==> config.mk <==
export PLATFORM = sky130hd
export DESIGN_NAME = ledrc_regs
export DESIGN_NICKNAME = d
export VERILOG_FILES = /design/src/logic/ledrc_pkg.sv /design/src/logic/ledrc_spi_slave.sv /design/src/logic/ledrc_regs.sv
export SDC_FILE = /design/constraint.sdc
export NUM_CORES = 1
export LEC_CHECK = 0
export ABC_AREA = 1
export BUFFER_PORTS_ARGS = -buffer_cell sky130_fd_sc_hd__clkbuf_2
export CAP_MARGIN = 30
export CORE_MARGIN = 4
export CORE_UTILIZATION = 59
export DETAILED_ROUTE_END_ITERATION = 12
export HOLD_SLACK_MARGIN = 0.1
export PLACE_DENSITY = 0.85
export SLEW_MARGIN = 10
export SYNTH_ARGS = -nofsm -noshare
export SYNTH_HDL_FRONTEND = slang
export SYNTH_SLANG_ARGS = --single-unit
==> constraint.sdc <==
create_clock -name REF_CLK -period 1.4 [get_ports REF_CLK]
set_input_delay 0.07 -clock REF_CLK [delete_from_list [all_inputs] [get_ports REF_CLK]]
set_output_delay 0.07 -clock REF_CLK [all_outputs]
set_load 0.005 [all_outputs]
==> src/logic/ledrc_pkg.sv <==
/*
 * ledrc_pkg: register map, field positions, reset values and serial
 * framing constants for the led driver control register bank.
 * Assumes one 10 MHz system clock and 8-bit registers.
 */
`default_nettype none
package ledrc_pkg;
   // register addresses
   localparam logic [6:0] REG_CHIP_REVISION  = 7'h00;
   localparam logic [6:0] REG_ENABLE_CONTROL = 7'h01;
   localparam logic [6:0] REG_TRANSIENT_LIM  = 7'h02;
   localparam logic [6:0] REG_CHAN_A_HIGH    = 7'h03;
   // reset values
   localparam logic [7:0] ENABLE_RESET   = 8'h0F;
   localparam logic [7:0] TRANSIENT_RESET = 8'h30;
   localparam logic [7:0] CHAN_A_RESET   = 8'h00;
   localparam logic [7:0] READ_NONE      = 8'h00;
   // enable_control fields
   localparam int GPO_HI        = 7;
   localparam int GPO_LO        = 4;
   localparam int SAVE_DIS_BIT  = 3;
   localparam int FAST_SD_BIT   = 2;
   localparam int MIRROR_BIT    = 1;
   localparam int LED_SUPPLY_BIT = 0;
   // transient_limit_config fields
   localparam int LEVEL_HI      = 6;
   localparam int LEVEL_LO      = 3;
   localparam int LIMIT_C_BIT   = 2;
   localparam int LIMIT_B_BIT   = 1;
   localparam int LIMIT_A_BIT   = 0;
   // channel_a_current_high field
   localparam int CODE_HI       = 1;
   localparam int CODE_LO       = 0;
   // serial command byte layout
   localparam int CMD_WRITE_BIT = 7;
   localparam int CMD_ADDR_HI   = 6;
   localparam logic [2:0] LAST_BIT = 3'h7;
   localparam logic [2:0] ONE_BIT  = 3'h1;
   // synchroniser idle pattern {mosi, cs_n, sclk}: deselected, clock low
   localparam logic [2:0] PIN_IDLE = 3'h2;
endpackage
`default_nettype wire

==> src/logic/ledrc_spi_slave.sv <==
/*
 * ledrc_spi_slave: oversampling serial peripheral interface slave,
 * mode 0, msb first. Delivers whole bytes and shifts out a loaded byte.
 * Assumes the serial clock runs below a quarter of the system clock.
 */
`timescale 1ns/1ps
`default_nettype none
module ledrc_spi_slave
   import ledrc_pkg::*;
(
   // clock, reset, enable
   input  wire logic       clk,
   input  wire logic       rst,
   input  wire logic       ce,
   // raw pins
   input  wire logic       sclk_pin,
   input  wire logic       cs_n_pin,
   input  wire logic       mosi_pin,
   // byte side
   input  wire logic       tx_load,
   input  wire logic [7:0] tx_byte,
   output logic            byte_valid,
   output logic [7:0]      byte_data,
   output logic            first_byte,
   output logic            sdo,
   output logic            sdo_oe_n
);
   logic [2:0] sync1_r;
   logic [2:0] sync2_r;
   logic       sclk_prev_r;
   logic [2:0] bit_cnt_r;
   logic [7:0] shift_r;
   logic [7:0] tx_r;
   logic       seen_byte_r;
   logic       sclk_rise;
   logic       sclk_fall;
   logic       active;
   logic [7:0] shift_nxt;

   // edge detect on the second synchroniser stage only
   assign sclk_rise = sync2_r[0] & ~sclk_prev_r;
   assign sclk_fall = ~sync2_r[0] & sclk_prev_r;
   assign active    = ~sync2_r[1];
   assign shift_nxt = {shift_r[6:0], sync2_r[2]};

   // two flops per pin: sclk, cs_n, mosi
   always_ff @(posedge clk) begin
      if (rst) begin
         sync1_r     <= PIN_IDLE;
         sync2_r     <= PIN_IDLE;
         sclk_prev_r <= 1'b0;
      end else if (ce) begin
         sync1_r     <= {mosi_pin, cs_n_pin, sclk_pin};
         sync2_r     <= sync1_r;
         sclk_prev_r <= sync2_r[0];
      end
   end

   // receive on rising edges
   always_ff @(posedge clk) begin
      if (rst) begin
         bit_cnt_r   <= 3'h0;
         shift_r     <= 8'h00;
         byte_valid  <= 1'b0;
         byte_data   <= 8'h00;
         first_byte  <= 1'b0;
         seen_byte_r <= 1'b0;
      end else if (ce) begin
         byte_valid <= 1'b0;
         if (!active) begin
            bit_cnt_r   <= 3'h0;
            seen_byte_r <= 1'b0;
         end else if (sclk_rise) begin
            shift_r   <= shift_nxt;
            bit_cnt_r <= bit_cnt_r + ONE_BIT;
            if (bit_cnt_r == LAST_BIT) begin
               byte_valid  <= 1'b1;
               byte_data   <= shift_nxt;
               first_byte  <= ~seen_byte_r;
               seen_byte_r <= 1'b1;
            end
         end
      end
   end

   // transmit on falling edges, released while deselected
   always_ff @(posedge clk) begin
      if (rst) begin
         tx_r     <= 8'h00;
         sdo      <= 1'b0;
         sdo_oe_n <= 1'b1;
      end else if (ce) begin
         if (!active) begin
            sdo_oe_n <= 1'b1;
            tx_r     <= 8'h00;
         end else if (tx_load) begin
            tx_r <= tx_byte;
         end else if (sclk_fall) begin
            sdo      <= tx_r[7];
            tx_r     <= {tx_r[6:0], 1'b0};
            sdo_oe_n <= 1'b0;
         end
      end
   end
endmodule
`default_nettype wire

==> src/logic/ledrc_regs.sv <==
/*
 * ledrc_regs: the first four control and status registers of the led
 * driver, reached over the serial peripheral interface.
 * Assumes the fault and power request pins are asynchronous levels.
 */
`timescale 1ns/1ps
`default_nettype none
// Notes on behaviour
// - Address 0x00 is an 8-bit read-only word: device code on top, revision code below.
// - The enable register lives at 0x01, is read/write and resets to 0x0F.
// - Enable bits 7:4 are user outputs resetting to zero, bit 1 mirror supply and bit 0 led supply reset to one.
// - Enable bit 3 set turns off the led supply light-load power-save mode, reset one.
// - Enable bit 2, reset one, requests fast shutdown that acts only while a fault is present.
// - The transient limit register lives at 0x02, is read/write, resets to 0x30, with bit 7 unused.
// - Bits 6:3 hold the limit level, reset 0110, codes rising from lowest to highest current.
// - Bit 2, reset zero, enables the transient limit on channel c.
// - Bit 1, reset zero, enables the transient limit on channel b.
// - Bit 0, reset zero, enables the transient limit on channel a.
// - Channel a current high byte lives at 0x03, all eight bits read/write, reset 0x00.
// - Only its two low bits drive the top of the ten-bit channel a current code.
// - The mirror supply bit is writable, cleared on any fault and cleared when the power request pin rises.
module ledrc_regs
   import ledrc_pkg::*;
#(
   parameter logic [3:0] DEVICE_CODE   = 4'h5, // arbitrary value
   parameter logic [3:0] REVISION_CODE = 4'h1  // arbitrary value
)(
   // clock, reset, enable
   input  wire logic       REF_CLK,
   input  wire logic       RST,
   input  wire logic       CE,
   // serial peripheral interface
   input  wire logic       SCLK,
   input  wire logic       CS_N,
   input  wire logic       MOSI,
   output logic            MISO,
   output logic            MISO_OE_N,
   // status pins
   input  wire logic       FAULT,
   input  wire logic       POWER_REQUEST_PIN,
   // enable controls
   output logic [3:0]      USER_GENERAL_OUTPUTS,
   output logic            LED_SUPPLY_SAVE_DISABLE,
   output logic            FAST_SHUTDOWN,
   output logic            MIRROR_ARRAY_SUPPLY_ON,
   output logic            LED_SUPPLY_ON,
   // transient limit controls
   output logic [3:0]      TRANSIENT_LIMIT_LEVEL,
   output logic            LIMIT_ON_CHANNEL_C,
   output logic            LIMIT_ON_CHANNEL_B,
   output logic            LIMIT_ON_CHANNEL_A,
   // channel a current code top bits
   output logic [1:0]      CHANNEL_A_CURRENT_CODE_HIGH
);
   logic [7:0] enable_r;
   logic [7:0] enable_nxt;
   logic [7:0] limit_r;
   logic [7:0] chan_a_r;
   logic       fast_r;
   logic [1:0] pin_s1_r;
   logic [1:0] pin_s2_r;
   logic       pwr_prev_r;
   logic [6:0] addr_r;
   logic       wr_flag_r;
   logic       byte_valid;
   logic [7:0] byte_data;
   logic       first_byte;
   logic       cmd_stb;
   logic       wr_stb;
   logic [6:0] cmd_addr;
   logic [7:0] rd_data;
   logic       fault_s;
   logic       pwr_rise;
   logic       wr_enable;
   logic       wr_limit;
   logic       wr_chan_a;

   // serial engine
   ledrc_spi_slave u_spi (
      .clk        (REF_CLK),
      .rst        (RST),
      .ce         (CE),
      .sclk_pin   (SCLK),
      .cs_n_pin   (CS_N),
      .mosi_pin   (MOSI),
      .tx_load    (cmd_stb),
      .tx_byte    (rd_data),
      .byte_valid (byte_valid),
      .byte_data  (byte_data),
      .first_byte (first_byte),
      .sdo        (MISO),
      .sdo_oe_n   (MISO_OE_N)
   );

   // command and write decode
   assign cmd_stb   = byte_valid & first_byte;
   assign wr_stb    = byte_valid & ~first_byte & wr_flag_r;
   assign cmd_addr  = byte_data[CMD_ADDR_HI:0];
   assign wr_enable = wr_stb & (addr_r == REG_ENABLE_CONTROL);
   assign wr_limit  = wr_stb & (addr_r == REG_TRANSIENT_LIM);
   assign wr_chan_a = wr_stb & (addr_r == REG_CHAN_A_HIGH);
   assign fault_s   = pin_s2_r[0];
   assign pwr_rise  = pin_s2_r[1] & ~pwr_prev_r;

   // read mux; the revision word is constant, unmapped reads give zero
   assign rd_data = (cmd_addr == REG_CHIP_REVISION)  ? {DEVICE_CODE, REVISION_CODE} :
                    (cmd_addr == REG_ENABLE_CONTROL) ? enable_r :
                    (cmd_addr == REG_TRANSIENT_LIM)  ? limit_r :
                    (cmd_addr == REG_CHAN_A_HIGH)    ? chan_a_r : READ_NONE;

   // mirror supply bit: fault and power request rise clear it over a write
   always_comb begin
      enable_nxt = wr_enable ? byte_data : enable_r;
      if (fault_s || pwr_rise) begin
         enable_nxt[MIRROR_BIT] = 1'b0;
      end
   end

   // pin synchronisers and command capture
   always_ff @(posedge REF_CLK) begin
      if (RST) begin
         pin_s1_r   <= 2'h0;
         pin_s2_r   <= 2'h0;
         pwr_prev_r <= 1'b0;
         addr_r     <= 7'h00;
         wr_flag_r  <= 1'b0;
      end else if (CE) begin
         pin_s1_r   <= {POWER_REQUEST_PIN, FAULT};
         pin_s2_r   <= pin_s1_r;
         pwr_prev_r <= pin_s2_r[1];
         if (cmd_stb) begin
            addr_r    <= cmd_addr;
            wr_flag_r <= byte_data[CMD_WRITE_BIT];
         end
      end
   end

   // register storage
   always_ff @(posedge REF_CLK) begin
      if (RST) begin
         enable_r <= ENABLE_RESET;
         limit_r  <= TRANSIENT_RESET;
         chan_a_r <= CHAN_A_RESET;
         fast_r   <= 1'b0;
      end else if (CE) begin
         enable_r <= enable_nxt;
         fast_r   <= enable_r[FAST_SD_BIT] & fault_s;
         if (wr_limit) begin
            limit_r <= byte_data;
         end
         if (wr_chan_a) begin
            chan_a_r <= byte_data;
         end
      end
   end

   // outputs straight from register bits, fast shutdown from its fault-gated flop fast_r
   assign USER_GENERAL_OUTPUTS        = enable_r[GPO_HI:GPO_LO];
   assign LED_SUPPLY_SAVE_DISABLE     = enable_r[SAVE_DIS_BIT];
   assign FAST_SHUTDOWN               = fast_r;
   assign MIRROR_ARRAY_SUPPLY_ON      = enable_r[MIRROR_BIT];
   assign LED_SUPPLY_ON               = enable_r[LED_SUPPLY_BIT];
   assign TRANSIENT_LIMIT_LEVEL       = limit_r[LEVEL_HI:LEVEL_LO];
   assign LIMIT_ON_CHANNEL_C          = limit_r[LIMIT_C_BIT];
   assign LIMIT_ON_CHANNEL_B          = limit_r[LIMIT_B_BIT];
   assign LIMIT_ON_CHANNEL_A          = limit_r[LIMIT_A_BIT];
   assign CHANNEL_A_CURRENT_CODE_HIGH = chan_a_r[CODE_HI:CODE_LO];
endmodule
`default_nettype wire

# After elaboration in Yosys (flattened, before gate mapping)
# Cells that the tools add are included.
# word_totals
word_cells,87
regBits,76
out_inout_bits,19
inputBits,8
# op_classes
addsub,1
n_bitwise,17
reduce_logical,19
n_eq_ne,8
n_mux,20
# op_table
operator,count
$mux 8,7
$eq 7x2->1 const B,4
$eq 7x1->1 const B,2
$reduce_and 2->1,7
$and 1x1->1,10
$mux 1,10
$reduce_and 3->1,3
$reduce_and 4->1,2
$reduce_bool 2->1,4
$logic_not 7->1,1
$not 1->1,7
$mux 3,2
$add 3x1->3 const B,1
$eq 3x3->1 const B,1
$reduce_bool 3->1,1
$mux 2,1
$ne 2x1->1 const B,1
$logic_or 1x1->1,1

# Logic depth before layout (Yosys ltp)
# Gate-level depths: netlist of the first run.
# logic_depth
ltp_word,7
depth_mapped,10
depth_no_buf,9

# By module
# From an unflattened synthesis of the first run, not the netlist that was laid out.
# unflattened
cells_unflattened,503
area_unflattened_um2,3534.6
# by_module_without_submodules
module,instances,seq_area_each_um2,cells_each,area_per_inst_um2
ledrc_regs,1,760.7,280,1920.6
ledrc_spi_slave,1,760.7,223,1614.0

# Worst setup path after synthesis of the first run
# OpenSTA, ideal clock, no wires.
# synth_timing
kind,reg2reg
startpoint,reg u_spi.byte_data[5]
endpoint,reg u_spi.tx_r[1]
setup_ns,0.119
arrival_ns,1.105
synth_period_minus_slack_ns,1.224
path_stages_with_launch,9
t_required_ns,1.281
path_slack_ns,0.176
cell_sequence,dfxtp_1 inv_1 nand2_1 nor2_4 nand3_1 nand2_1 nor2_1 nand2_1 a21oi_1
# synth_between
elab_chain_cells,7
# synth_rtl
element,line_no,rtl
start: declaration,ledrc_spi_slave.sv:23,"output logic [7:0] byte_data,"
start signal: assignment,ledrc_spi_slave.sv:78,byte_data <= shift_nxt;
$eq 7x2->1,ledrc_regs.sv:109,(cmd_addr == REG_CHAN_A_HIGH) ? chan_a_r : READ_NONE;
$mux 8,ledrc_regs.sv:109,
$mux 8,ledrc_regs.sv:108,(cmd_addr == REG_TRANSIENT_LIM) ? limit_r :
$mux 8,ledrc_regs.sv:107,(cmd_addr == REG_ENABLE_CONTROL) ? enable_r :
$mux 8 *,ledrc_regs.sv:106,"assign rd_data = (cmd_addr == REG_CHIP_REVISION) ? {DEVICE_CODE, REVISION_CODE} :"
$mux 8 *,ledrc_spi_slave.sv:96,end else if (tx_load) begin
$mux 8 *,ledrc_spi_slave.sv:93,if (!active) begin
end signal: assignment,ledrc_spi_slave.sv:97,tx_r <= tx_byte;
end signal: assignment,ledrc_spi_slave.sv:100,"tx_r <= {tx_r[6:0], 1'b0};"
end: declaration,ledrc_spi_slave.sv:33,logic [7:0] tx_r;
# Every way passes the cells marked *; elsewhere a longest branch is shown, timed or not.
# A chain may end at the register's enable or synchronous reset.

# Final worst setup path of the first run
# layout_timing
startpoint,reg addr_r[0]
endpoint,reg enable_r[1]
# layout_between
elab_chain_cells,4
# layout_rtl
element,line_no,rtl
start: declaration,ledrc_regs.sv:63,logic [6:0] addr_r;
start signal: assignment,ledrc_regs.sv:132,addr_r <= cmd_addr;
$eq 7x1->1,ledrc_regs.sv:99,assign wr_enable = wr_stb & (addr_r == REG_ENABLE_CONTROL);
$and 1x1->1,ledrc_regs.sv:99,
$reduce_bool 2->1 (no line),-,
$reduce_and 2->1 (no line),-,
end signal: assignment,ledrc_regs.sv:146,enable_r <= enable_nxt;
end: declaration,ledrc_regs.sv:55,logic [7:0] enable_r;
# No other way between the ends.

==> results by group, run 1 <==
Global route
  • Pin count of the biggest net entering global routing: ~70
  • Initial antenna violation count: 0
  • Gr usage total: between 20% and 30%
  • Vias in the first global route: around 2700
  • Total gr overflow: 0
  • First-pass GRT wire length: roughly 13 mm

Drt
  • Drt total wl: about 8.2 mm
  • DR vias: about 3100
  • Detail Route Antenna Nets: 0
  • Metal3 WL: about 600 um
  • DRC Markers: 0
  • M1 WL: between 3 and 4 mm
  • DR top layer: met4
  • Met2 wire length: about 4.0 mm
  • Routed vias/inst: roughly 5.7
  • WL per Instance: around 15 um
  • Pre-antenna DRT Iters: 5
  • Iter 0 DRT Violations: 310

Synth
  • Synthesized area per cell: 7.738 sq um
  • Leading area contributor after synthesis: dfxtp_1
  • Top post-synthesis cells by area: dfxtp_1, a21oi_1, o21ai_0, nand2_1, nor2_1
  • Async SR Flop Fraction: 0%
  • Post-synth EDFFs: 0
  • Post-synthesis net count: approximately 440
  • Yosys top cell area share: between 40% and 50%
  • Most used DFF post-synth: dfxtp_1
  • Unique masters post-synth: 31
  • Synthesis Warnings: 0
  • Post-synthesis sequential area ratio: around 46%
  • Synthesized area: approximately 3300 sq um
  • Gate Count Post-Synth: around 430
  • Synth Register Bits: 76

Placement
  • Port Buf Inserts: 26
  • Routability cong.: between 0.8 and 0.9
  • Post-DP Area: roughly 3500 sq um
  • HPWL after DPL: about 5.3 mm

Critical path
  • CP Capture Type: flop
  • Max Fanout on Critical Path: 11
  • WP data required: between 1500 and 2000 ps
  • CP Class: reg -> reg
  • WP data arrival: 1690 ps
  • Worst R2R Path Depth: 6
  • Critical Path Source Type: flop

Finish
  • Seq. cell area: roughly 1500 sq um
  • Share of cells above drive strength 1: 24.26%
  • Area Growth Syn to Fin: 16.81%
  • Final core occ: 70.69%
  • Commonest non-fill, non-tap cells in the layout: dfxtp_1, a21oi_1, nand2_1
  • Area of the multi-input gates: 1518 sq um
  • Fill cells: between 300 and 400
  • Post-layout nets: between 400 and 500
  • Post-route cell area: slightly below 4000 sq um
  • # diodes: 0
  • Most common cell after layout, fill and taps aside: dfxtp_1

Floorplanning
  • Die width: between 80 and 90 um
  • Core Area: between 5000 and 6000 sq um
  • Die H: 82.92 um
  • Die area: slightly below 7000 sq um
  • # rows: 27
  • I/O pin cnt: 27
  • Initial core utilization: a little over 60%

Timing
  • Final worst path period share: 104.7%
  • Final hold violations: 0
  • Final number of setup-violating endpoints: 7
  • Slew Limit Fails: 0
  • Final min period: between 1000 and 1500 ps
  • FMAX: 0.6820 GHz
  • Clk_skew: roughly 9.5 ps
  • Post-route setup slack: -66.36 ps
  • Worst slew pin tran: 313.4 ps
  • Max transition margin: between 70% and 80%
  • RSZ-0062 raised after global routing: true

Clock tree
  • Clock Pin Slew Worst Setup and Hold Paths: approximately 70 ps
  • CTS tree: done
  • TritonCTS Buffers: 9
  • Clock buffer depth: 2
  • Root buf cell: clkbuf_8
  • Sink Count: 76
  • CTS H-tree lvls: 3
  • Worst skew pair latency: around 350 ps

Pwr
  • Cell Pwr Density: 990.9 nW/um^2
  • LEAKAGE: around 1.6 nW
  • Maximum vdd ir drop: between 500 and 600 uV
  • Total Power: 0.003833 W

Run status
  • Status: finished with violations
  • Failing checks: negative setup slack

Worst hold path
  • Hold crit path type: in -> reg
  • Hold Crit Depth: 3

Job
  • Number of max-cap violations: 0
==> path summary, 6_finish.rpt <==
check	slack, ps	end	from
setup / recovery	-70	enable_r[1]	addr_r[0]
hold / removal	180	u_spi.sclk_prev_r	CE
setup reg to reg	-70	enable_r[1]	addr_r[0]
hold reg to reg	460	addr_r[6]	addr_r[6]
==> layout make-up <==
class | instances | area share, %
sequential | 76 | 39.55
multi-input combinational | 279 | 39.23
timing repair buffer | 57 | 10.51
tap | 72 | 2.329
clock buffer | 10 | 3.299
clock inverter | 3 | 0.4528
inverter | 45 | 4.625
==> where the power goes <==
part	internal (W)	switching [W]	total, W
registers	0.00221	0.0000305	0.00224
clock network	0.000608	0.000744	0.00135
logic	0.0000934	0.000148	0.000241
==> metal layers <==
layer,vias up,global-route usage (%)
li1,1494,-
met1,1404,27.27
met2,141,36.66
met3,34,3.770
met4,0,10.85
met5,-,0
==> cells in the mapped netlist (all sizes together), types with 2 or more instances <==
cell and count:
nand3 24, a21oi 59, inv 45, buf 22
nand2 57, dfxtp 76, o21ai 62, clkbuf 7
ha 2, nor2 51, nor3 8, o211ai 7
a211oi 3
==> cells by family after synthesis <==
family                   after synthesis  share of synthesized area [%]
buffers and inverters                 74                          11.30
AO/OA/AOI/OAI                        133                          21.87
adder cells (fa/ha/maj)                2                         0.7555
flip-flops                            76                          45.94
AND/OR/NAND/NOR                      143                          20.14
==> flip-flops by register name, indices dropped and copies added (netlist names), 7 cells and up <==
register,count
limit_r,8
u_spi.byte_data,8
u_spi.tx_r,8
enable_r,8
chan_a_r,8
addr_r,7
u_spi.shift_r,7
==> worst max-delay path, cell delays in order, from the launching register on <==
cell and delay (ps):
dfxtp_1 380, inv_1 110, nor3_1 300, nand3_2 160, buf_6 190, o211ai_1 110
o211ai_2 110
==> per-stage QoR <==
| step | cells | setup WS [ps] | hold WS [ps] | TNS (ps) |
|---|---|---|---|---|
| global route | 542 | -150.5 | 203.9 | -1189 |
| finish | 542 | -66.36 | 183.9 | -208.1 |
| CTS | 533 | 11.78 | 168.6 | 0 |
| floorplan | 428 | 176.0 | 196.3 | 0 |
| detailed placement | 514 | -33.68 | 290.1 | -37.76 |
| global placement | 514 | 38.20 | 288.1 | 0 |
==> what timing repair did <==
| item | 4_1_cts | 5_1_grt |
|---|---|---|
| pin swaps | 0 | 8 |
| cloned | 0 | 1 |
| hold buffers | 6 | 0 |
| resized for setup | 1 | 42 |
| endpoints found under the hold margin | 14 | 0 |
| setup endpoints to repair | 2 | 30 |
| buffers inserted | 0 | 8 |
No activity file was read; power rests on OpenSTA's default activity.
==> run 2: changes to the inputs <==
--- a/config.mk
+++ b/config.mk
@@ -5,14 +5,13 @@
 export SDC_FILE = /design/constraint.sdc
 export NUM_CORES = 1
 export LEC_CHECK = 0
-export ABC_AREA = 1
 export BUFFER_PORTS_ARGS = -buffer_cell sky130_fd_sc_hd__clkbuf_2
 export CAP_MARGIN = 30
 export CORE_MARGIN = 4
-export CORE_UTILIZATION = 59
+export CORE_UTILIZATION = 58
 export DETAILED_ROUTE_END_ITERATION = 12
 export HOLD_SLACK_MARGIN = 0.1
-export PLACE_DENSITY = 0.85
+export PLACE_DENSITY = 0.84
 export SLEW_MARGIN = 10
 export SYNTH_ARGS = -nofsm -noshare
 export SYNTH_HDL_FRONTEND = slang
==> run 2 against run 1 <==
Effect of this change:
- utilization rose by 8.3 points
- register-to-register slack got worse by 270 ps
- combinational power fell by 21%
- largest cell class is now multi-input gates
- clock-buffer cell count rose by 2
- sequential power fell by 2%
- the run still ends with negative setup slack left
==> results by group, run 2 <==
Placement
  • Dpl ws: -331.9 ps
  • Routability cong.: between 0.8 and 0.9
  • Post-DP Area: 3602 sq um
  • Port Buf Inserts: 26
  • HPWL after DPL: 4.950 mm

Clock tree
  • Clock Pin Slew Worst Setup and Hold Paths: 80 ps
  • TritonCTS Buffers: 9
  • CTS tree: done
  • Sink Count: 76
  • Worst skew pair latency: roughly 350 ps
  • CTS H-tree lvls: 3
  • Clock buffer depth: 2
  • Root buf cell: clkbuf_8

Synth
  • Post-synthesis net count: 356
  • Synthesis Warnings: 0
  • Most frequent cell after synthesis: dfxtp_1
  • Top post-synthesis cells by area: dfxtp_1, mux2i_1, nor2_1, a21oi_1, nand2_1
  • Gate Count Post-Synth: approximately 350
  • Synthesized area per cell: 9.171 sq um
  • Most used DFF post-synth: dfxtp_1
  • Post-synth EDFFs: 0
  • Yosys top cell area share: a little under half
  • Top post-synthesis cells by count: dfxtp_1, nor2_1, mux2i_1
  • Synthesized area: 3173 sq um
  • Async SR Flop Fraction: 0%
  • Leading area contributor after synthesis: dfxtp_1
  • Synth Register Bits: 76
  • Unique masters post-synth: 39
  • Post-synthesis sequential area ratio: 47.95%

Timing
  • Final worst path period share: 124.3%
  • Final min period: 1740 ps
  • Slew Limit Fails: 0
  • Setup TNS: -6703 ps
  • Post-route setup slack: -340.5 ps
  • Max transition margin: 70.18%
  • Final number of setup-violating endpoints: 32
  • Final hold violations: 0
  • Worst slew pin tran: ~440 ps
  • Worst hold slack: roughly 190 ps
  • FMAX: 0.5746 GHz
  • RSZ-0062 raised after global routing: true
  • Clk_skew: 10.47 ps

Global route
  • First-pass GRT wire length: 12.63 mm
  • Gr usage total: 25.01%
  • Pin count of the biggest net entering global routing: 51
  • Vias in the first global route: about 2700
  • Total gr overflow: 0
  • Initial antenna violation count: 0

Run status
  • Failing checks: negative setup slack
  • Status: finished with violations

Critical path
  • Max Fanout on Critical Path: 3
  • CP Class: reg -> reg
  • WP data arrival: 2010 ps
  • WP data required: about 1700 ps
  • Slowest-stage cell, CP: or4_4
  • CP Capture Type: flop
  • Worst path max stage delay: approximately 550 ps
  • Crit-path cells: or4_4, or4_1, a21o_1, a221oi_2
  • Critical Path Source Type: flop

Drt
  • Routed vias/inst: about 5.9
  • Drt total wl: between 8 and 9 mm
  • DR vias: approximately 2800
  • Pre-antenna DRT Iters: 4
  • DRC Markers: 0
  • Detail Route Antenna Nets: 0
  • Iter 0 DRT Violations: 221
  • WL per Instance: 17.45 um

Finish
  • Post-layout nets: 415
  • Area of the multi-input gates: 1620 sq um
  • Commonest non-fill, non-tap cells in the layout: dfxtp_1, nor2_1, mux2i_1
  • Area Growth Syn to Fin: 29.65%
  • Fill cells: about 340
  • # diodes: 0
  • Seq. cell area: about 1500 sq um
  • Post-route cell area: between 4000 and 5000 sq um
  • Most common cell after layout, fill and taps aside: dfxtp_1
  • Share of cells above drive strength 1: between 30% and 40%

Job
  • Number of max-cap violations: 0

Pwr
  • LEAKAGE: about 1.8 nW
  • Maximum vdd ir drop: about 1000 uV
  • Cell Pwr Density: 1050 nW/um^2
  • Total Power: 0.004321 W

Floorplanning
  • Die width: 81.97 um
  • I/O pin cnt: 27
  • Core Area: roughly 5200 sq um
  • # rows: 26
  • Initial core utilization: 60.96%
  • Die H: between 80 and 90 um
  • Die area: ~6700 sq um

Worst hold path
  • Hold crit path type: in -> reg
==> run 2: changes by cell type after synthesis, sizes merged, moves of 8 or more <==
cell	change
clkbuf	+9
nor3	-8
a211o	+8
nor2	+8
mux2i	+42
o21ai	-57
nor2b	+8
inv	-36
nand3	-21
nand2	-27
a21oi	-34
==> run 2: final timing paths <==
| path | startpoint | end | slack (ps) | cells after the start |
|---|---|---|---|---|
| max | u_spi.byte_data[5] | u_spi.tx_r[5] | -340 | 4 |
| min | CE | u_spi.sync2_r[1] | 190 | 3 |
| max reg2reg | u_spi.byte_data[5] | u_spi.tx_r[5] | -340 | 4 |
| min reg2reg | u_spi.seen_byte_r | u_spi.first_byte | 450 | 1 |
==> run 2: worst max-delay path, delay by kind of cell (launching register included) <==
family | cells | cell delay (ps)
simple gates | 2 | 970
flops | 1 | 320
compound gates | 2 | 370
==> run 2: metal layers <==
metal | track usage [%] | wire [um]
met1 | 29.01 | 3280
met2 | 42.08 | 4180
met3 | 6.798 | 517
met4 | 12.79 | 398
met5 | 0 | 0
==> run 2: repair_timing <==
action / 4_1_cts / 5_1_grt
hold buffers: 6 / 0
endpoints found under the setup margin: 40 / 49
endpoints found under the hold margin: 8 / 0
pin swaps: 14 / 13
gates resized for setup: 20 / 21
setup buffers: 4 / 3
==> run 2: cell type report <==
cell class	count	area share, %
inverters	9	0.8212
multi-input cells	230	39.39
clock inverters	4	1.703
flip-flops and latches	76	37.41
well taps	70	2.129
repair buffers	79	14.54
clock buffers	12	4.015
==> run 2: power breakdown <==
group / internal, W / leakage (nW) / switching (W)
sequential: 0.00218 / 0.619 / 0.0000195
combinational: 0.0000887 / 1.01 / 0.000101
clock: 0.00114 / 0.122 / 0.000790
==> run 2: cell families (layout without fill, tap and decap cells) <==
| group | Yosys count | in the layout | synth area share (%) |
|---|---|---|---|
| compound gates | 63 | 63 | 13.53 |
| fa+ha+maj | 2 | 2 | 0.7885 |
| buf+inv | 40 | 104 | 5.954 |
| flops | 76 | 76 | 47.95 |
| mux | 46 | 46 | 14.67 |
| simple gates | 119 | 119 | 17.11 |
==> run 2: metrics by stage <==
stage | instances | utilization (%)
after floorplan | 346 | -
after global placement | 451 | 69.21
after detailed placement | 451 | 69.21
after CTS | 477 | 76.83
after global routing | 480 | 79.04
final | 480 | 79.04
==> run 3: changes to the inputs <==
--- a/config.mk
+++ b/config.mk
@@ -8,11 +8,12 @@
 export BUFFER_PORTS_ARGS = -buffer_cell sky130_fd_sc_hd__clkbuf_2
 export CAP_MARGIN = 30
 export CORE_MARGIN = 4
-export CORE_UTILIZATION = 58
+export CORE_UTILIZATION = 59
 export DETAILED_ROUTE_END_ITERATION = 12
 export HOLD_SLACK_MARGIN = 0.1
-export PLACE_DENSITY = 0.84
+export PLACE_DENSITY = 0.85
 export SLEW_MARGIN = 10
 export SYNTH_ARGS = -nofsm -noshare
 export SYNTH_HDL_FRONTEND = slang
+export SYNTH_HIERARCHICAL = 1
 export SYNTH_SLANG_ARGS = --single-unit
==> run 3 against run 2 <==
Effect of this change:
- the run still ends with negative setup slack left
- synthesized area rose by 8.2%
- final area decreased by 0.21%
- cell count is 2.7% lower
- combinational power grew 3%
- die area rose by 5.7%
- register-to-register slack gained 210 ps
- largest cell class unchanged
==> results by group, run 3 <==
Run status
  • Status: finished with violations
  • Failing checks: negative setup slack

Worst hold path
  • Worst hold endpoint: u_spi/sync2_r[1]
  • Hold_sp: CE
  • Hold crit path type: in -> reg
  • Hold Crit Depth: 3

Floorplanning
  • Core Area: between 5000 and 6000 sq um
  • # rows: 27
  • I/O pin cnt: 27
  • Initial core utilization: between 60% and 70%
  • Die width: between 80 and 90 um
  • Die area: 7104 sq um
  • Die H: ~84 um

Synth
  • Top post-synthesis cells by count: dfxtp_1, nor2_1, mux2i_1
  • Synthesized area: about 3400 sq um
  • Compound-Gate Fraction of Synth Area: 7.690%
  • Synthesis Warnings: 6
  • Top post-synthesis cells by area: dfxtp_1, mux2i_1, nor2_1, mux2_2, nand2b_1
  • Synth Register Bits: 76
  • Unique masters post-synth: 40
  • Gate Count Post-Synth: roughly 350
  • Post-synthesis xor/xnor area fraction: 0%
  • Mux cell area share after synthesis: 19.39%
  • Async SR Flop Fraction: 0%
  • Leading area contributor after synthesis: dfxtp_1
  • Yosys top cell area share: ~44%
  • Post-synth EDFFs: 0
  • Post-synthesis net count: approximately 360
  • Most used DFF post-synth: dfxtp_1
  • Synthesized-area fraction occupied by adder cells: less than 1%
  • Synthesized area per cell: 9.781 sq um
  • Post-synthesis simple-gate area fraction: 21.76%
  • Post-synthesis sequential area ratio: between 40 and 50%
  • Largest family of logic cells by synthesized area: simple AND/OR/NAND/NOR gates
  • Most frequent cell after synthesis: dfxtp_1

Job
  • Number of max-cap violations: 0

Drt
  • M1 WL: around 3.2 mm
  • DR top layer: met4
  • Pre-antenna DRT Iters: 5
  • Iter 0 DRT Violations: roughly 160
  • Drt total wl: 8.200 mm
  • Metal3 WL: just under 500 um
  • Routed vias/inst: 5.820
  • Detail Route Antenna Nets: 0
  • WL per Instance: between 15 and 20 um
  • DR vias: roughly 2700
  • Met2 wire length: about 4.1 mm
  • DRC Markers: 0

Critical path
  • Crit-path cells: buf_6, mux2_4, a22oi_2, nor2_1, mux2_4, nand2_2, mux2i_1
  • R2R Setup Slk: -130 ps
  • R2R Path Start: u_spi/byte_data[1]
  • CP Class: reg -> reg
  • Max Fanout on Critical Path: 6
  • Worst R2R Path Depth: 7
  • WP data required: between 1500 and 2000 ps
  • Critical Path Source Type: flop
  • R2R Path End: u_spi/tx_r[7]
  • WP data arrival: between 1500 and 2000 ps
  • Crit path buf inv count: 1
  • CP most frequent cell: mux2_4
  • Crit-path leading delay family: multiplexers
  • Worst path max stage delay: about 400 ps
  • Slowest-stage cell, CP: dfxtp_4
  • CP Capture Type: flop

Finish
  • Share of cells above drive strength 1: roughly 29%
  • Area of the multi-input gates: 1836 sq um
  • Seq. cell area: 1528 sq um
  • Most common cell after layout, fill and taps aside: dfxtp_1
  • Fill cells: between 300 and 400
  • Commonest non-fill, non-tap cells in the layout: dfxtp_1, nor2_1, mux2i_1
  • # diodes: 0
  • Post-layout nets: 400
  • Area Growth Syn to Fin: 19.57%
  • Post-route cell area: 4105 sq um

Placement
  • Routability cong.: approximately 0.8
  • Port Buf Inserts: 26
  • Post-DP Area: approximately 3700 sq um
  • HPWL after DPL: 5.025 mm

Pwr
  • Internal cell power: around 0.0031 W
  • Clock Power Share: a little over two fifths
  • P_sw: approximately 0.00093 W
  • Sw Ratio: a little under a quarter
  • Total Power: 0.004081 W
  • LEAKAGE: 1.746 nW
  • Combinational share of power: 4.8%
  • Maximum vdd ir drop: 570.1 uV
  • Cell Pwr Density: 994.1 nW/um^2
  • Flop pwr share: between 50% and 60%

Timing
  • Max transition margin: 65.01%
  • Final min period: between 1500 and 2000 ps
  • Final number of setup-violating endpoints: 15
  • Setup TNS: -847.1 ps
  • Slew Limit Fails: 0
  • Final worst path period share: 109.0%
  • Clk_skew: around 13 ps
  • FMAX: about 0.66 GHz
  • Final hold violations: 0
  • RSZ-0062 raised after global routing: true
  • Worst slew pin tran: 523.0 ps
  • Post-route setup slack: -126.2 ps

Global route
  • First-pass GRT wire length: 13.43 mm
  • Gr usage total: roughly a quarter
  • Initial antenna violation count: 0
  • Pin count of the biggest net entering global routing: between 70 and 80
  • Total gr overflow: 0
  • Vias in the first global route: around 2800

Clock tree
  • Root buf cell: clkbuf_8
  • Sink Count: 76
  • Clock Pin Slew Worst Setup and Hold Paths: approximately 80 ps
  • Worst skew pair latency: 350 ps
  • TritonCTS Buffers: 9
  • CTS tree: done
  • Clock buffer depth: 2
  • CTS H-tree lvls: 3
-- run 3: cell families (layout without fill, tap and decap cells) --
logic type | after synthesis | count (layout)
compound gates | 40 | 40
fa+ha+maj | 2 | 2
buf+inv | 32 | 76
flops | 76 | 76
mux | 65 | 65
simple gates | 136 | 136
-- run 3: layout make-up --
cell class                      instances  area share [%]
Clock buffer                           11           3.444
Clock inverter                          5           1.463
Multi-Input combinational cell        243           44.71
Tap cell                               72           2.194
Timing Repair Buffer                   60           10.97
Sequential cell                        76           37.21
-- run 3: layer usage --
metal | GRT usage, % | vias up
met5 | 0 | -
met4 | 14.04 | 0
met3 | 5.299 | 27
met2 | 41.61 | 103
met1 | 26.51 | 1300
li1 | - | 1288
-- run 3: metrics by stage --
stage	instances	setup WS [ps]	util, %	hold WS (ps)
after floorplan	351	-71.38	-	192.4
after CTS	466	-90.33	72.35	151.4
final	467	-126.2	73.65	182.9
after detailed placement	443	-136.4	66.15	294.5
after global routing	467	-192.9	73.65	191.9
after global placement	443	-44.30	66.15	278.8
-- run 3: how the worst max path moves through the flow --
stage | startpoint | end | slack (ps) | cells after the start
detailed placement | u_spi/byte_data[2] | u_spi/tx_r[6] | -140 | 6
global placement | u_spi/byte_data[1] | u_spi/tx_r[5] | -40 | 6
global route | u_spi/byte_data[1] | u_spi/tx_r[7] | -190 | 7
CTS | u_spi/byte_data[1] | u_spi/tx_r[7] | -90 | 7
finish | u_spi/byte_data[1] | u_spi/tx_r[7] | -130 | 7
floorplan | u_spi/byte_data[1] | u_spi/tx_r[2] | -70 | 7
-- run 3: tightest hold or removal path: cells and delay by family --
family	cells	cell delay, ps
buffers and inverters	2	300
AO/OA/AOI/OAI	1	120
-- run 3: what timing repair did --
action | 4_1_cts | 5_1_grt
endpoints found under the setup margin | 16 | 49
resized for setup | 21 | 15
hold endpoints to repair | 5 | 0
hold buffers | 5 | 0
buffers inserted | 2 | 1
pin swaps | 7 | 5
-- run 3: power groups by stage --
stage / Sequential, W / Clock [W] / Combinational [W]
6_report: 0.00219 / 0.00170 / 0.000195
3_3_place_gp: 0.00224 / 0 / 0.000173
3_5_place_dp: 0.00224 / 0 / 0.000177
5_1_grt: 0.00219 / 0.00182 / 0.000211
2_1_floorplan: 0.00223 / 0 / 0.000124
4_1_cts: 0.00219 / 0.00172 / 0.000189
